### src/common/asi_regs.svh
// Register indices, field positions and reset values of the audio event status block.
// Assumes byte address = 4 * index on a 32-bit Avalon-MM bus.
`ifndef ASI_REGS_SVH
`define ASI_REGS_SVH
`define ASI_IDX_STATUS   6'h07
`define ASI_IDX_MASK     6'h09
`define ASI_IDX_CTRL     6'h0a
`define ASI_IDX_IRQ_STAT 6'h0b
`define ASI_IDX_IRQ_CLR  6'h0c
`define ASI_IDX_IRQ_EN   6'h0d
`define ASI_STATUS_RST   8'h00
`define ASI_MASK_RST     8'h00
`define ASI_CTRL_RST     8'h00
`define ASI_IRQ_RST      8'h00
`define ASI_B_TX_SLIP    7
`define ASI_B_OUT_SLIP   6
`define ASI_B_RATE       5
`define ASI_B_OVR_LEFT   4
`define ASI_B_OVR_RIGHT  3
`define ASI_B_D_TO_E     2
`define ASI_B_E_TO_F     1
`define ASI_B_RX_ERR     0
`define ASI_C_LEVEL      0
`define ASI_C_BYPASS     1
`define ASI_C_OUTPUT_MASTER_CLOCK_ASYNC 2
`define ASI_C_BLK_IN     3
`define ASI_C_OUT_SLAVE  4
`define ASI_C_FRM_ASYNC  5
`define ASI_C_RATIO_LO   6
`define ASI_C_RATIO_HI   7
`define ASI_RATE_LIMIT   3
`endif

### src/common/asi_pkg.sv
// Types shared by the audio event status block.
// Assumes nothing beyond the register header.
package asi_pkg;
  typedef enum logic [0:0] {
    ASI_IDLE = 1'b0,
    ASI_ACK  = 1'b1
  } asi_bus_state_t;
  typedef logic [7:0] asi_byte_t;
endpackage : asi_pkg

### src/rtl/asi_flag.sv
// One clear-on-read event status bit with level-mode hold and mask gating.
// Assumes set, active and clear are synchronous to the system clock.
`timescale 1ns/1ps
module asi_flag (
  // Clock and reset
  input  wire logic clk_sys_in,
  input  wire logic rst_b_in,
  // Event side
  input  wire logic set_in,
  input  wire logic active_in,
  input  wire logic level_in,
  // Software side
  input  wire logic enable_in,
  input  wire logic clear_in,
  output logic      flag_out
);
  logic flag_q;
  logic flag_d;

  // A set in the clearing cycle wins, so no event is lost to a read.
  always_comb begin
    flag_d = flag_q;
    if (clear_in) begin
      flag_d = level_in & active_in;
    end
    if (set_in) begin
      flag_d = 1'b1;
    end
    flag_d = flag_d & enable_in;
  end

  always_ff @(posedge clk_sys_in or negedge rst_b_in) begin
    if (!rst_b_in) begin
      flag_q <= 1'b0;
    end else begin
      flag_q <= flag_d;
    end
  end

  assign flag_out = flag_q & enable_in;
endmodule : asi_flag

### src/rtl/asi_sync.sv
// Two-flop synchroniser for levels arriving from pins.
// Assumes the input is a slow level relative to the system clock.
`timescale 1ns/1ps
module asi_sync #(
  parameter int W = 1
) (
  // Clock and reset
  input  wire logic         clk_sys_in,
  input  wire logic         rst_b_in,
  // Data
  input  wire logic [W-1:0] async_in,
  output logic      [W-1:0] sync_out
);
  logic [W-1:0] meta_q;

  always_ff @(posedge clk_sys_in or negedge rst_b_in) begin
    if (!rst_b_in) begin
      meta_q   <= '0;
      sync_out <= '0;
    end else begin
      meta_q   <= async_in;
      sync_out <= meta_q;
    end
  end
endmodule : asi_sync

### src/rtl/asi_top.sv
// Audio event status block: eight clear-on-read event flags, mask, control and interrupt.
// Assumes event inputs are on clk_sys_in except the block-start pin, which is synchronised.
// Notes on behaviour
// - A flag latches one after its event and stays until read or until its mask bit is cleared.
// - Reading the status register clears all flags except those whose event is present in the reading cycle.
// - In level mode a flag whose source is still true survives the read.
// - Flags disabled in the mask register always read zero.
// - After reset all eight flags read zero.
// - Bypassed converter with asynchronous master clock: each dropped sample sets transmitter slip.
// - Block-start as input with converter unused: each block-start pulse sets transmitter slip.
// - Slave output port with asynchronous frame clock: each slipped sample sets output slip.
// - Converter into slave port: wrong clock ratio sets output slip.
// - Mask register at index 09h holds one enable per flag.
//
// Decided for this implementation: the address map and the Avalon-MM slave port.
`timescale 1ns/1ps
`include "asi_regs.svh"
module asi_top #(
  parameter int SW = 24,
  parameter int PW = 16
) (
  // Clock and reset
  input  wire logic                clk_sys_in,
  input  wire logic                rst_b_in,
  // Avalon-MM slave
  input  wire logic [7:0]          address_in,
  input  wire logic                read_in,
  input  wire logic                write_in,
  input  wire logic [31:0]         writedata_in,
  output logic      [31:0]         readdata_out,
  output logic                     waitrequest_out,
  // Interrupt
  output logic                     irq_out,
  // Slip and block-start sources
  input  wire logic                tx_sample_slip_in,
  input  wire logic                transmit_block_start_in,
  input  wire logic                out_sample_slip_in,
  input  wire logic [1:0]          out_clock_ratio_in,
  // Rate measurement
  input  wire logic                rate_valid_in,
  input  wire logic [PW-1:0]       in_period_in,
  input  wire logic [PW-1:0]       out_period_in,
  // Converter output samples
  input  wire logic                sample_valid_in,
  input  wire logic signed [SW+1:0] left_acc_in,
  input  wire logic signed [SW+1:0] right_acc_in,
  output logic      [SW-1:0]       left_sample_out,
  output logic      [SW-1:0]       right_sample_out,
  // Buffer and receiver sources
  input  wire logic                d_to_e_active_in,
  input  wire logic                e_to_f_active_in,
  input  wire logic                rx_error_in
);
  localparam logic signed [SW+1:0] POS_FS = (SW+2)'((64'sd1 <<< (SW-1)) - 1);
  localparam logic signed [SW+1:0] NEG_FS = (SW+2)'(-(64'sd1 <<< (SW-1)));

  logic                  rst_meta_q;
  logic                  rst_n;
  asi_pkg::asi_bus_state_t bus_q;
  asi_pkg::asi_byte_t    mask_q;
  asi_pkg::asi_byte_t    ctrl_q;
  asi_pkg::asi_byte_t    irq_stat_q;
  asi_pkg::asi_byte_t    irq_en_q;
  asi_pkg::asi_byte_t    status;
  asi_pkg::asi_byte_t    set_vec;
  asi_pkg::asi_byte_t    act_vec;
  logic [5:0]            idx;
  logic                  take;
  logic                  rd_clr;
  logic                  blk_sync;
  logic                  blk_prev_q;
  logic                  blk_rise;
  logic                  rate_over;
  logic                  over_l;
  logic                  over_r;
  logic                  ratio_bad;
  logic                  bypass;
  logic                  out_slave;

  // Reset is asserted at once and released through two flops.
  always_ff @(posedge clk_sys_in or negedge rst_b_in) begin
    if (!rst_b_in) begin
      rst_meta_q <= 1'b0;
      rst_n      <= 1'b0;
    end else begin
      rst_meta_q <= 1'b1;
      rst_n      <= rst_meta_q;
    end
  end

  // Bus: one wait state, the request is taken on the first cycle it is seen.
  assign idx             = address_in[7:2];
  assign take            = (read_in | write_in) && bus_q == asi_pkg::ASI_IDLE;
  assign waitrequest_out = (read_in | write_in) && bus_q != asi_pkg::ASI_ACK;
  // Clearing on the capture edge keeps an event after the capture from being lost.
  assign rd_clr          = take && read_in && idx == `ASI_IDX_STATUS;

  always_ff @(posedge clk_sys_in or negedge rst_n) begin
    if (!rst_n) begin
      bus_q <= asi_pkg::ASI_IDLE;
    end else begin
      unique case (bus_q)
        asi_pkg::ASI_IDLE: begin
          if (read_in | write_in) begin
            bus_q <= asi_pkg::ASI_ACK;
          end
        end
        asi_pkg::ASI_ACK: begin
          bus_q <= asi_pkg::ASI_IDLE;
        end
      endcase
    end
  end

  always_ff @(posedge clk_sys_in or negedge rst_n) begin
    if (!rst_n) begin
      readdata_out <= 32'h0000_0000;
    end else if (take && read_in) begin
      unique case (idx)
        `ASI_IDX_STATUS:   readdata_out <= {24'h00_0000, status};
        `ASI_IDX_MASK:     readdata_out <= {24'h00_0000, mask_q};
        `ASI_IDX_CTRL:     readdata_out <= {24'h00_0000, ctrl_q};
        `ASI_IDX_IRQ_STAT: readdata_out <= {24'h00_0000, irq_stat_q};
        `ASI_IDX_IRQ_EN:   readdata_out <= {24'h00_0000, irq_en_q};
        default:           readdata_out <= 32'h0000_0000;
      endcase
    end
  end

  always_ff @(posedge clk_sys_in or negedge rst_n) begin
    if (!rst_n) begin
      mask_q <= `ASI_MASK_RST;
    end else if (take && write_in && idx == `ASI_IDX_MASK) begin
      mask_q <= writedata_in[7:0];
    end
  end

  always_ff @(posedge clk_sys_in or negedge rst_n) begin
    if (!rst_n) begin
      ctrl_q <= `ASI_CTRL_RST;
    end else if (take && write_in && idx == `ASI_IDX_CTRL) begin
      ctrl_q <= writedata_in[7:0];
    end
  end

  always_ff @(posedge clk_sys_in or negedge rst_n) begin
    if (!rst_n) begin
      irq_en_q <= `ASI_IRQ_RST;
    end else if (take && write_in && idx == `ASI_IDX_IRQ_EN) begin
      irq_en_q <= writedata_in[7:0];
    end
  end

  // Sticky interrupt bits; a new event wins over a clear in the same cycle.
  always_ff @(posedge clk_sys_in or negedge rst_n) begin
    if (!rst_n) begin
      irq_stat_q <= `ASI_IRQ_RST;
    end else if (take && write_in && idx == `ASI_IDX_IRQ_CLR) begin
      irq_stat_q <= (irq_stat_q & ~writedata_in[7:0]) | (set_vec & mask_q);
    end else begin
      irq_stat_q <= irq_stat_q | (set_vec & mask_q);
    end
  end

  assign irq_out = |(irq_stat_q & irq_en_q);

  // Block-start pin edge, seen only after synchronisation.
  asi_sync #(.W(1)) u_blk_sync (
    .clk_sys_in (clk_sys_in),
    .rst_b_in   (rst_n),
    .async_in   (transmit_block_start_in),
    .sync_out   (blk_sync)
  );

  always_ff @(posedge clk_sys_in or negedge rst_n) begin
    if (!rst_n) begin
      blk_prev_q <= 1'b0;
    end else begin
      blk_prev_q <= blk_sync;
    end
  end

  assign blk_rise  = blk_sync & ~blk_prev_q;
  assign bypass    = ctrl_q[`ASI_C_BYPASS];
  assign out_slave = ctrl_q[`ASI_C_OUT_SLAVE];
  assign ratio_bad = out_clock_ratio_in != {ctrl_q[`ASI_C_RATIO_HI], ctrl_q[`ASI_C_RATIO_LO]};
  // A larger period means a lower rate, so each ratio is tested as period against three periods.
  assign rate_over = rate_valid_in &&
                     (({2'b00, out_period_in} > (PW+2)'(`ASI_RATE_LIMIT) * {2'b00, in_period_in}) ||
                      ({2'b00, in_period_in} > (PW+2)'(`ASI_RATE_LIMIT) * {2'b00, out_period_in}));
  assign over_l    = sample_valid_in && (left_acc_in > POS_FS || left_acc_in < NEG_FS);
  assign over_r    = sample_valid_in && (right_acc_in > POS_FS || right_acc_in < NEG_FS);

  always_comb begin
    set_vec = 8'h00;
    set_vec[`ASI_B_TX_SLIP]   = (bypass && ctrl_q[`ASI_C_OUTPUT_MASTER_CLOCK_ASYNC] && tx_sample_slip_in)
                              || (bypass && ctrl_q[`ASI_C_BLK_IN] && blk_rise);
    set_vec[`ASI_B_OUT_SLIP]  = (out_slave && ctrl_q[`ASI_C_FRM_ASYNC] && out_sample_slip_in)
                              || (!bypass && out_slave && ratio_bad);
    set_vec[`ASI_B_RATE]      = rate_over;
    set_vec[`ASI_B_OVR_LEFT]  = over_l;
    set_vec[`ASI_B_OVR_RIGHT] = over_r;
    set_vec[`ASI_B_D_TO_E]    = d_to_e_active_in;
    set_vec[`ASI_B_E_TO_F]    = e_to_f_active_in;
    set_vec[`ASI_B_RX_ERR]    = rx_error_in;
  end

  // Pulse sources are only active in their own cycle; level sources hold a flag over a read.
  assign act_vec = set_vec;

  for (genvar i = 0; i < 8; i++) begin : g_flag
    asi_flag u_flag (
      .clk_sys_in (clk_sys_in),
      .rst_b_in   (rst_n),
      .set_in     (set_vec[i]),
      .active_in  (act_vec[i]),
      .level_in   (ctrl_q[`ASI_C_LEVEL]),
      .enable_in  (mask_q[i]),
      .clear_in   (rd_clr),
      .flag_out   (status[i])
    );
  end

  // Clipped converter output; the flag and the clip come from the same compare.
  always_ff @(posedge clk_sys_in or negedge rst_n) begin
    if (!rst_n) begin
      left_sample_out  <= '0;
      right_sample_out <= '0;
    end else if (sample_valid_in) begin
      left_sample_out  <= over_l ? (left_acc_in > POS_FS ? POS_FS[SW-1:0] : NEG_FS[SW-1:0])
                                 : left_acc_in[SW-1:0];
      right_sample_out <= over_r ? (right_acc_in > POS_FS ? POS_FS[SW-1:0] : NEG_FS[SW-1:0])
                                 : right_acc_in[SW-1:0];
    end
  end
endmodule : asi_top
### config.mk
export PLATFORM = sky130hd
export DESIGN_NAME = asi_top
export DESIGN_NICKNAME = d
export VERILOG_FILES = /design/src/common/asi_pkg.sv /design/src/rtl/asi_flag.sv /design/src/rtl/asi_sync.sv /design/src/rtl/asi_top.sv
export VERILOG_INCLUDE_DIRS = /design/src /design/src/common
export SDC_FILE = /design/constraint.sdc
export NUM_CORES = 1
export LEC_CHECK = 0
export ABC_AREA = 1
export BUFFER_PORTS_ARGS = -buffer_cell sky130_fd_sc_hd__buf_4
export CAP_MARGIN = 20
export CELL_PAD_IN_SITES_DETAIL_PLACEMENT = 0
export CELL_PAD_IN_SITES_GLOBAL_PLACEMENT = 1
export CORE_MARGIN = 2
export CORE_UTILIZATION = 33
export CTS_BUF_LIST = sky130_fd_sc_hd__clkbuf_16
export CTS_CLUSTER_SIZE = 14
export DETAILED_ROUTE_END_ITERATION = 16
export PLACE_DENSITY = 0.75
export RECOVER_POWER = 50
export SYNTH_ARGS = -nofsm -noshare
export SYNTH_HDL_FRONTEND = slang
export SYNTH_HIERARCHICAL = 1
export SYNTH_SLANG_ARGS = --single-unit
### constraint.sdc
create_clock -name clk_sys_in -period 3.3 [get_ports clk_sys_in]
set_input_delay 0.165 -clock clk_sys_in [delete_from_list [all_inputs] [get_ports clk_sys_in]]
set_output_delay 0.165 -clock clk_sys_in [all_outputs]
set_load 0.02 [all_outputs]
==> flow_metrics.tcl, run 1 <==
set metrics [dict create \
    status "complete, but fails checks" \
    violations "max-capacitance violations, max-slew violations" \
    max_stage_delay_ns 0.41 \
    p_int_mw 2.35 \
    path_clk_slew_ns 0.07 \
    seq_area_frac_synth_pct 36.5 \
    setup_viol 0 \
    grt_pass1_wl_um 31100 \
    root_buffer "clkbuf_16" \
    gp_congestion 0.824 \
    startpoint_type "input port" \
    synth_cell_type_count 43 \
    grt_overflow 0 \
    crit_type "input port to flop" \
    p_clk_share_pct 28.3 \
    sw_frac_of_total_pct 35.5 \
    ant_nets 0 \
    syn_to_final_growth_pct 22.4 \
    layout_commonest_cell "nand2_1" \
    end_kind "flop" \
    fmax_mhz 362 \
    cts_tree "done" \
    firstDrtPassIters 5 \
    synth.avg_cell_area_sq_um 7.56 \
    fin_skew_ns 0.0136 \
    drt_iter0_drc 274 \
    fin_crit_sh_pct 83.7 \
    antenna_found_initial 0 \
    timing.final.crit_period_ns 2.76 \
    synth_seq_cells 102 \
    grt_max_degree 58 \
    worstMarginPinSlew_ns 2.40 \
    critPathArrivalTime_ns 3.03 \
    via_per_inst 4.63 \
    place.port_buffers 169 \
    worstPathCellList "buf_4, ha_1, fa_1, nand3_1, nand2_1, nand3_1, nand3_2, a31oi_1, xor2_1, ha_1, nand2_1, inv_1, nand4_1, o21a_1, nand2_1, nor2_1, nand2_1, a21boi_1, nand2_1, nor2_1, nor2_1, nor2_1" \
    n_fill_cell 2265 \
    synthCells 925 \
    grt_usage_pct 17.4 \
    maxSlewHeadroom_pct -59.7 \
    cts.sinks 102 \
    rows 53 \
    hpwlAfterDp_um 14600 \
    ir_worst_vdd_uv 224 \
    critPathTopFamily "simple AND/OR/NAND/NOR gates" \
    netlist_area_sq_mm 0.00700 \
    final_cell_mix "262 x nand2_1, 116 x buf_4, 102 x dfrtp_1" \
    p_sw_mw 1.29 \
    clk_path_buf_depth 2 \
    nets 1296 \
    crit_fanout 4 \
    setup_tns_ns 0 \
    pwr-share-seq_pct 41.7 \
    maxCapViolCount 2 \
    cts_made_buffers 9 \
    core_sq_mm 0.0209 \
    cpMostUsedCell "nand2_1" \
    drc 0 \
    slew_violations 108 \
    grt_pass1_vias 6072 \
    h-tree-depth 3 \
    power_density_mw_per_mm2 424 \
    die_x_um 150 \
    critPathSlowestCell "fa_1" \
    diodes 0 \
    fp.dieArea_sq_mm 0.0224 \
    yosys_warnings 6 \
    start_util_pct 33.5 \
    rsz0062_at_grt "false" \
    die_y_um 150 \
    total_power_mw 3.63 \
    hold_violations 0 \
    layout-drive-gt1-share_pct 15.0 \
    postLayoutSetupSlackWorst_ns 0.537 \
    insertion_delay_ns 0.35 \
    timing.critical_path.required_ns 3.57 \
    p_leak_nw 4.35 \
    routed_wl_um 18900 \
    min_path_type "input port to flop" \
    critPathBufInv 2 \
    p_comb_share_pct 30.0 \
    post-place-ws_ns 0.207 \
    wl_per_cell_um 13.8 \
    vias 6359 \
    ios 220 \
]
==> state kept, by name, summed over array words and instances, names as in the netlist, 8 cells and up <==
| name | flops |
|---|---|
| ctrl_q | 8 |
| g_flag.u_flag/flag_q | 8 |
| irq_en_q | 8 |
| irq_stat_q | 8 |
| left_sample_out | 24 |
| mask_q | 8 |
| readdata_out | 8 |
| right_sample_out | 24 |
==> final cells by class <==
| class | count | area [sq um] | share of cell area, % |
|---|---|---|---|
| clock buffer | 9 | 225 | 2.63 |
| clock inverter | 7 | 61.3 | 0.716 |
| inverter | 98 | 368 | 4.30 |
| multi-input combinational | 705 | 3880 | 45.4 |
| sequential | 102 | 2550 | 29.8 |
| tap | 275 | 344 | 4.02 |
| timing repair buffer | 176 | 1130 | 13.2 |
==> per-layer routing <==
layer	vias up	wire length (um)	GRT usage, %	part of all wire, %
met5	-	0	0	0
li1	3293	-	-	-
met4	0	226	3.81	1.2
met1	2875	8760	23.8	46
met3	15	1390	4.94	7.3
met2	176	8510	27.2	45
==> power groups by stage <==
stage | clock network [mW] | registers, mW | logic [mW]
after floorplan | 0 | 1.61 | 0.659
after global placement | 0 | 1.54 | 1.15
after detailed placement | 0 | 1.54 | 1.16
after CTS | 1.06 | 1.52 | 1.17
after global routing | 1.11 | 1.54 | 1.25
final | 1.03 | 1.51 | 1.09
==> cell usage after synthesis (all sizes together) <==
master | number | area (sq um)
a32oi | 1 | 8.76
a22o | 6 | 52.6
or2 | 1 | 6.26
and2 | 1 | 6.26
nand3b | 2 | 18.8
nand3 | 71 | 375
dfrtp | 102 | 2550
nand4 | 5 | 31.3
o21ai | 44 | 220
clkbuf | 12 | 45.0
a221oi | 4 | 35.0
and3 | 2 | 12.5
inv | 98 | 368
a21oi | 60 | 312
buf | 31 | 228
nor3 | 4 | 36.3
xor2 | 14 | 123
a31oi | 10 | 62.6
fa | 2 | 40.0
conb | 2 | 7.51
o21bai | 5 | 37.5
nor2 | 88 | 363
nand2 | 270 | 1040
xnor2 | 14 | 123
ha | 64 | 801
a21o | 4 | 30.0
a2bb2oi | 2 | 17.5
a21boi | 1 | 7.51
o21a | 4 | 30.0
a211oi | 1 | 7.51
==> tightest hold or removal path: cells and delay by family <==
kind / cells / cell delay (ns)
AND/OR/NAND/NOR: 2 / 0.10
buffers and inverters: 1 / 0.09
==> cells by family after synthesis <==
group | synth area share [%]
AOI/OAI and AO/OA | 11.7
xor gates and xnor gates | 3.51
adders and majority gates | 12.0
buffers and inverters | 9.16
DFF | 36.5
other | 0.107
and+or+nand+nor | 27.0
==> worst paths after layout <==
check / endpoint / slack, ns / startpoint / cells after the start
setup reg to reg: mask_q[0]$_DFFE_PN0P_ / 0.91 / rst_n$_DFF_PN0_ / 0
max in group asynchronous: mask_q[0]$_DFFE_PN0P_ / 0.91 / rst_n$_DFF_PN0_ / 0
min in group asynchronous: rst_meta_q$_DFF_PN0_ / 0.14 / rst_b_in / 2
hold reg to reg: rst_n$_DFF_PN0_ / 0.36 / rst_meta_q$_DFF_PN0_ / 0
setup / recovery: g_flag[5].u_flag/flag_q$_DFF_PN0_ / 0.54 / in_period_in[0] / 22
hold / removal: irq_stat_q[2]$_DFF_PN0_ / 0.04 / d_to_e_active_in / 3
==> repair_timing <==
| item | in CTS | in global routing |
|---|---|---|
| buffers inserted | 0 | 0 |
| gates resized for setup | 0 | 0 |
| endpoints found under the hold margin | 3 | 0 |
| hold buffers | 2 | 0 |
==> metrics by stage <==
step	hold WS (ns)	instances	area [sq um]	util, %
5_1_grt	0.0466	1372	8560	41.0
3_3_place_gp	-0.0516	1354	8480	40.6
2_1_floorplan	-0.131	948	7080	-
6_report	0.0431	1372	8560	41.0
3_5_place_dp	-0.0503	1354	8480	40.6
4_1_cts	0.0283	1372	8780	42.0
Power figures use the tool's default switching activity.
==> run 2: changes to the inputs <==
--- a/config.mk
+++ b/config.mk
@@ -6,17 +6,17 @@
 export SDC_FILE = /design/constraint.sdc
 export NUM_CORES = 1
 export LEC_CHECK = 0
-export ABC_AREA = 1
+export ABC_AREA = 0
 export BUFFER_PORTS_ARGS = -buffer_cell sky130_fd_sc_hd__buf_4
 export CAP_MARGIN = 20
 export CELL_PAD_IN_SITES_DETAIL_PLACEMENT = 0
 export CELL_PAD_IN_SITES_GLOBAL_PLACEMENT = 1
 export CORE_MARGIN = 2
-export CORE_UTILIZATION = 33
+export CORE_UTILIZATION = 38
 export CTS_BUF_LIST = sky130_fd_sc_hd__clkbuf_16
 export CTS_CLUSTER_SIZE = 14
 export DETAILED_ROUTE_END_ITERATION = 16
-export PLACE_DENSITY = 0.75
+export PLACE_DENSITY = 0.78
 export RECOVER_POWER = 50
 export SYNTH_ARGS = -nofsm -noshare
 export SYNTH_HDL_FRONTEND = slang
==> constraint.sdc (replaced) <==
create_clock -name clk_sys_in -period 2.6 [get_ports clk_sys_in]
set_input_delay 0.13 -clock clk_sys_in [delete_from_list [all_inputs] [get_ports clk_sys_in]]
set_output_delay 0.13 -clock clk_sys_in [all_outputs]
set_load 0.02 [all_outputs]
==> run 2 against run 1 <==
The run ends with max-capacitance violations, max-slew violations, negative setup slack left. Register-to-register slack got worse by 0.30 ns. Clock power rose by 33%. Synthesized cell count fell by 29%. Routed wire length grew 3.8%. Sequential share of layout area decreased by 2.2 points. Clock-buffer cell count did not move. Global-route usage is 3.8 points higher.
==> flow_metrics.tcl, run 2 <==
set metrics [dict create \
    crit_type "input port to flop" \
    gp_congestion 0.884 \
    netlist_area_sq_mm 0.00655 \
    antenna_found_initial 0 \
    n_fill_cell 1546 \
    start_util_pct 39.2 \
    synth_cell_type_count 54 \
    ios 220 \
    layout_commonest_cell "buf_4" \
    fin_skew_ns 0.00980 \
    design_area_sq_mm 0.00924 \
    via_per_inst 5.30 \
    place.port_buffers 169 \
    nets 1151 \
    placed_area_sq_mm 0.00876 \
    timing.final.crit_period_ns 3.21 \
    firstDrtPassIters 6 \
    hold_start "right_acc_in[13]" \
    cts.sinks 102 \
    synthCells 658 \
    clk_path_buf_depth 2 \
    timing.critical_path.required_ns 2.84 \
    vias 6213 \
    synth_edf_count 0 \
    path_clk_slew_ns 0.08 \
    end_kind "flop" \
    maxCapViolCount 1 \
    drt_iter0_drc 296 \
    postLayoutSetupSlackWorst_ns -0.607 \
    wl_met3_um 931 \
    worstMarginPinSlew_ns 1.99 \
    syn_to_final_growth_pct 41.2 \
    setup_viol 2 \
    dr_wl_met2_um 9640 \
    violations "max-capacitance violations, max-slew violations, negative setup slack" \
    crit_fanout 2 \
    wl_met1_um 8380 \
    startpoint_type "input port" \
    r2r-end "right_sample_out[16]$_DFFE_PN0P_" \
    synth_top_area_share_pct 39.0 \
    cts_made_buffers 9 \
    final_cell_mix "206 x buf_4, 102 x dfrtp_1, 61 x ha_1" \
    synth_commonest_cells "102 x dfrtp_1, 68 x a21oi_1, 64 x ha_1" \
    routed_wl_um 19600 \
    grt_max_degree 53 \
    layout-drive-gt1-share_pct 31.2 \
    yosys_warnings 6 \
    rsz0062_at_grt "true" \
    synth_most_common_cell "dfrtp_1" \
    synth_seq_cells 102 \
    multi_input_area_sq_mm 0.00395 \
    r2r_setup_slack_ns 0.61 \
    netlist.top_cell.by_area "dfrtp_1" \
    hold-path-endpoint "right_sample_out[13]$_DFFE_PN0P_" \
    core_sq_mm 0.0167 \
    r2r_start "rst_n$_DFF_PN0_" \
    min_path_type "input port to flop" \
    insertion_delay_ns 0.36 \
    hpwlAfterDp_um 15000 \
    hold_violations 0 \
    ant_nets 0 \
    reg_top3 "left_sample_out (24), right_sample_out (24)" \
    ys.flop_type "dfrtp_1" \
    synth.avg_cell_area_sq_um 9.95 \
    dp.cells 1131 \
    grt_overflow 0 \
    fin_crit_sh_pct 123 \
    grt_pass1_wl_um 30900 \
    regArea_sq_mm 0.00255 \
    holdPathStages 2 \
    post-route-util_pct 55.3 \
    critPathArrivalTime_ns 3.45 \
    ir_worst_vdd_uv 341 \
    die_y_um 135 \
    fmax_mhz 312 \
    fp.dieArea_sq_mm 0.0183 \
    power_density_mw_per_mm2 530 \
    h-tree-depth 3 \
    drc 0 \
    finalNonFillerCells 1172 \
    r2r_cells 0 \
    highest_layer "met4" \
    status "complete, but fails checks" \
    async_reset_ff_share_pct 100 \
    diodes 0 \
    slew_violations 49 \
    die_x_um 135 \
    seq_area_frac_synth_pct 39.0 \
    maxSlewHeadroom_pct -32.8 \
    rows 47 \
    setup_tns_ns -1.04 \
    root_buffer "clkbuf_16" \
    wl_per_cell_um 16.7 \
    grt_usage_pct 21.2 \
    grt_pass1_vias 6293 \
    p_leak_nw 4.51 \
    netlist_top_cells_area "dfrtp_1 39%, ha_1 12%, a21oi_1 5.2%" \
    cts_tree "done" \
]
run 2: cell count changes after synthesis, moves of 24 or more:
cell	previous run	this run
a221o_1	0	24
inv_1	91	19
mux2_2	0	26
nand2_1	262	50
nand3_1	67	7
nor2_1	81	44
o21ai_1	31	5
run 2: final cells by class:
| type | count | share of cell area [%] |
|---|---|---|
| clock buffer | 9 | 2.44 |
| clock inverter | 7 | 0.961 |
| inverter | 20 | 0.812 |
| multi-input combinational | 520 | 42.7 |
| sequential | 102 | 27.6 |
| tap | 220 | 2.98 |
| timing repair buffer | 294 | 22.5 |
run 2: how the worst max path moves through the flow:
stage	to	slack [ns]	from	depth (start not counted)
2_1_floorplan	g_flag[5].u_flag/flag_q$_DFF_PN0_	-0.62	in_period_in[0]	19
3_3_place_gp	g_flag[5].u_flag/flag_q$_DFF_PN0_	-1.03	out_period_in[0]	19
4_1_cts	g_flag[5].u_flag/flag_q$_DFF_PN0_	-0.58	in_period_in[1]	19
3_5_place_dp	g_flag[5].u_flag/flag_q$_DFF_PN0_	-1.15	in_period_in[1]	19
5_1_grt	g_flag[5].u_flag/flag_q$_DFF_PN0_	-0.76	out_period_in[1]	18
6_report	g_flag[5].u_flag/flag_q$_DFF_PN0_	-0.61	out_period_in[1]	19
run 2: cells by family after synthesis:
logic type | synth area share (%)
and+or+nand+nor | 12.2
muxes | 4.47
xor gates and xnor gates | 3.75
buffers and inverters | 4.76
AOI/OAI and AO/OA | 22.9
other | 0.115
adders and majority gates | 12.8
DFF | 39.0
run 2: power by group:
group	leakage, nW	total (mW)	internal (mW)	switching (mW)
combinational	3.10	1.61	0.775	0.833
sequential	1.26	1.92	1.77	0.151
clock	0.152	1.37	0.695	0.674
total	4.51	4.89	3.24	1.66
run 2: worst max-delay path, stage by stage:
cell	delay (ns)
buf_6	0.10
ha_4	0.16
fa_2	0.41
a211oi_4	0.25
o21ai_2	0.11
a211o_1	0.35
a21oi_2	0.17
o21ai_1	0.09
xor2_1	0.17
ha_1	0.31
nand4_1	0.10
nor2_2	0.16
a41oi_1	0.14
o21ai_1	0.12
a211oi_2	0.06
a22oi_2	0.19
nor2b_2	0.07
and3_1	0.14
o31a_1	0.22
run 2: per-stage QoR:
stage	worst slack [ns]	total power, mW	hold slack [ns]
2_1_floorplan	-0.618	2.83	-0.166
3_3_place_gp	-1.03	3.48	-0.0870
3_5_place_dp	-1.15	3.53	-0.0867
4_1_cts	-0.575	4.98	0.000491
5_1_grt	-0.764	5.19	0.000783
6_report	-0.607	4.89	0.0109
run 2: routing by layer:
layer | vias up | GRT usage (%)
li1 | 2984 | -
met1 | 3000 | 27.0
met2 | 184 | 36.6
met3 | 45 | 2.66
met4 | 0 | 8.56
met5 | - | 0
run 2: timing repair:
item | 4_1_cts | 5_1_grt
endpoints found under the setup margin | 2 | 2
pin swaps | 25 | 10
hold buffers | 19 | 0
gates resized for setup | 19 | 19
gates cloned | 0 | 0
buffers inserted | 6 | 1
endpoints found under the hold margin | 20 | 0
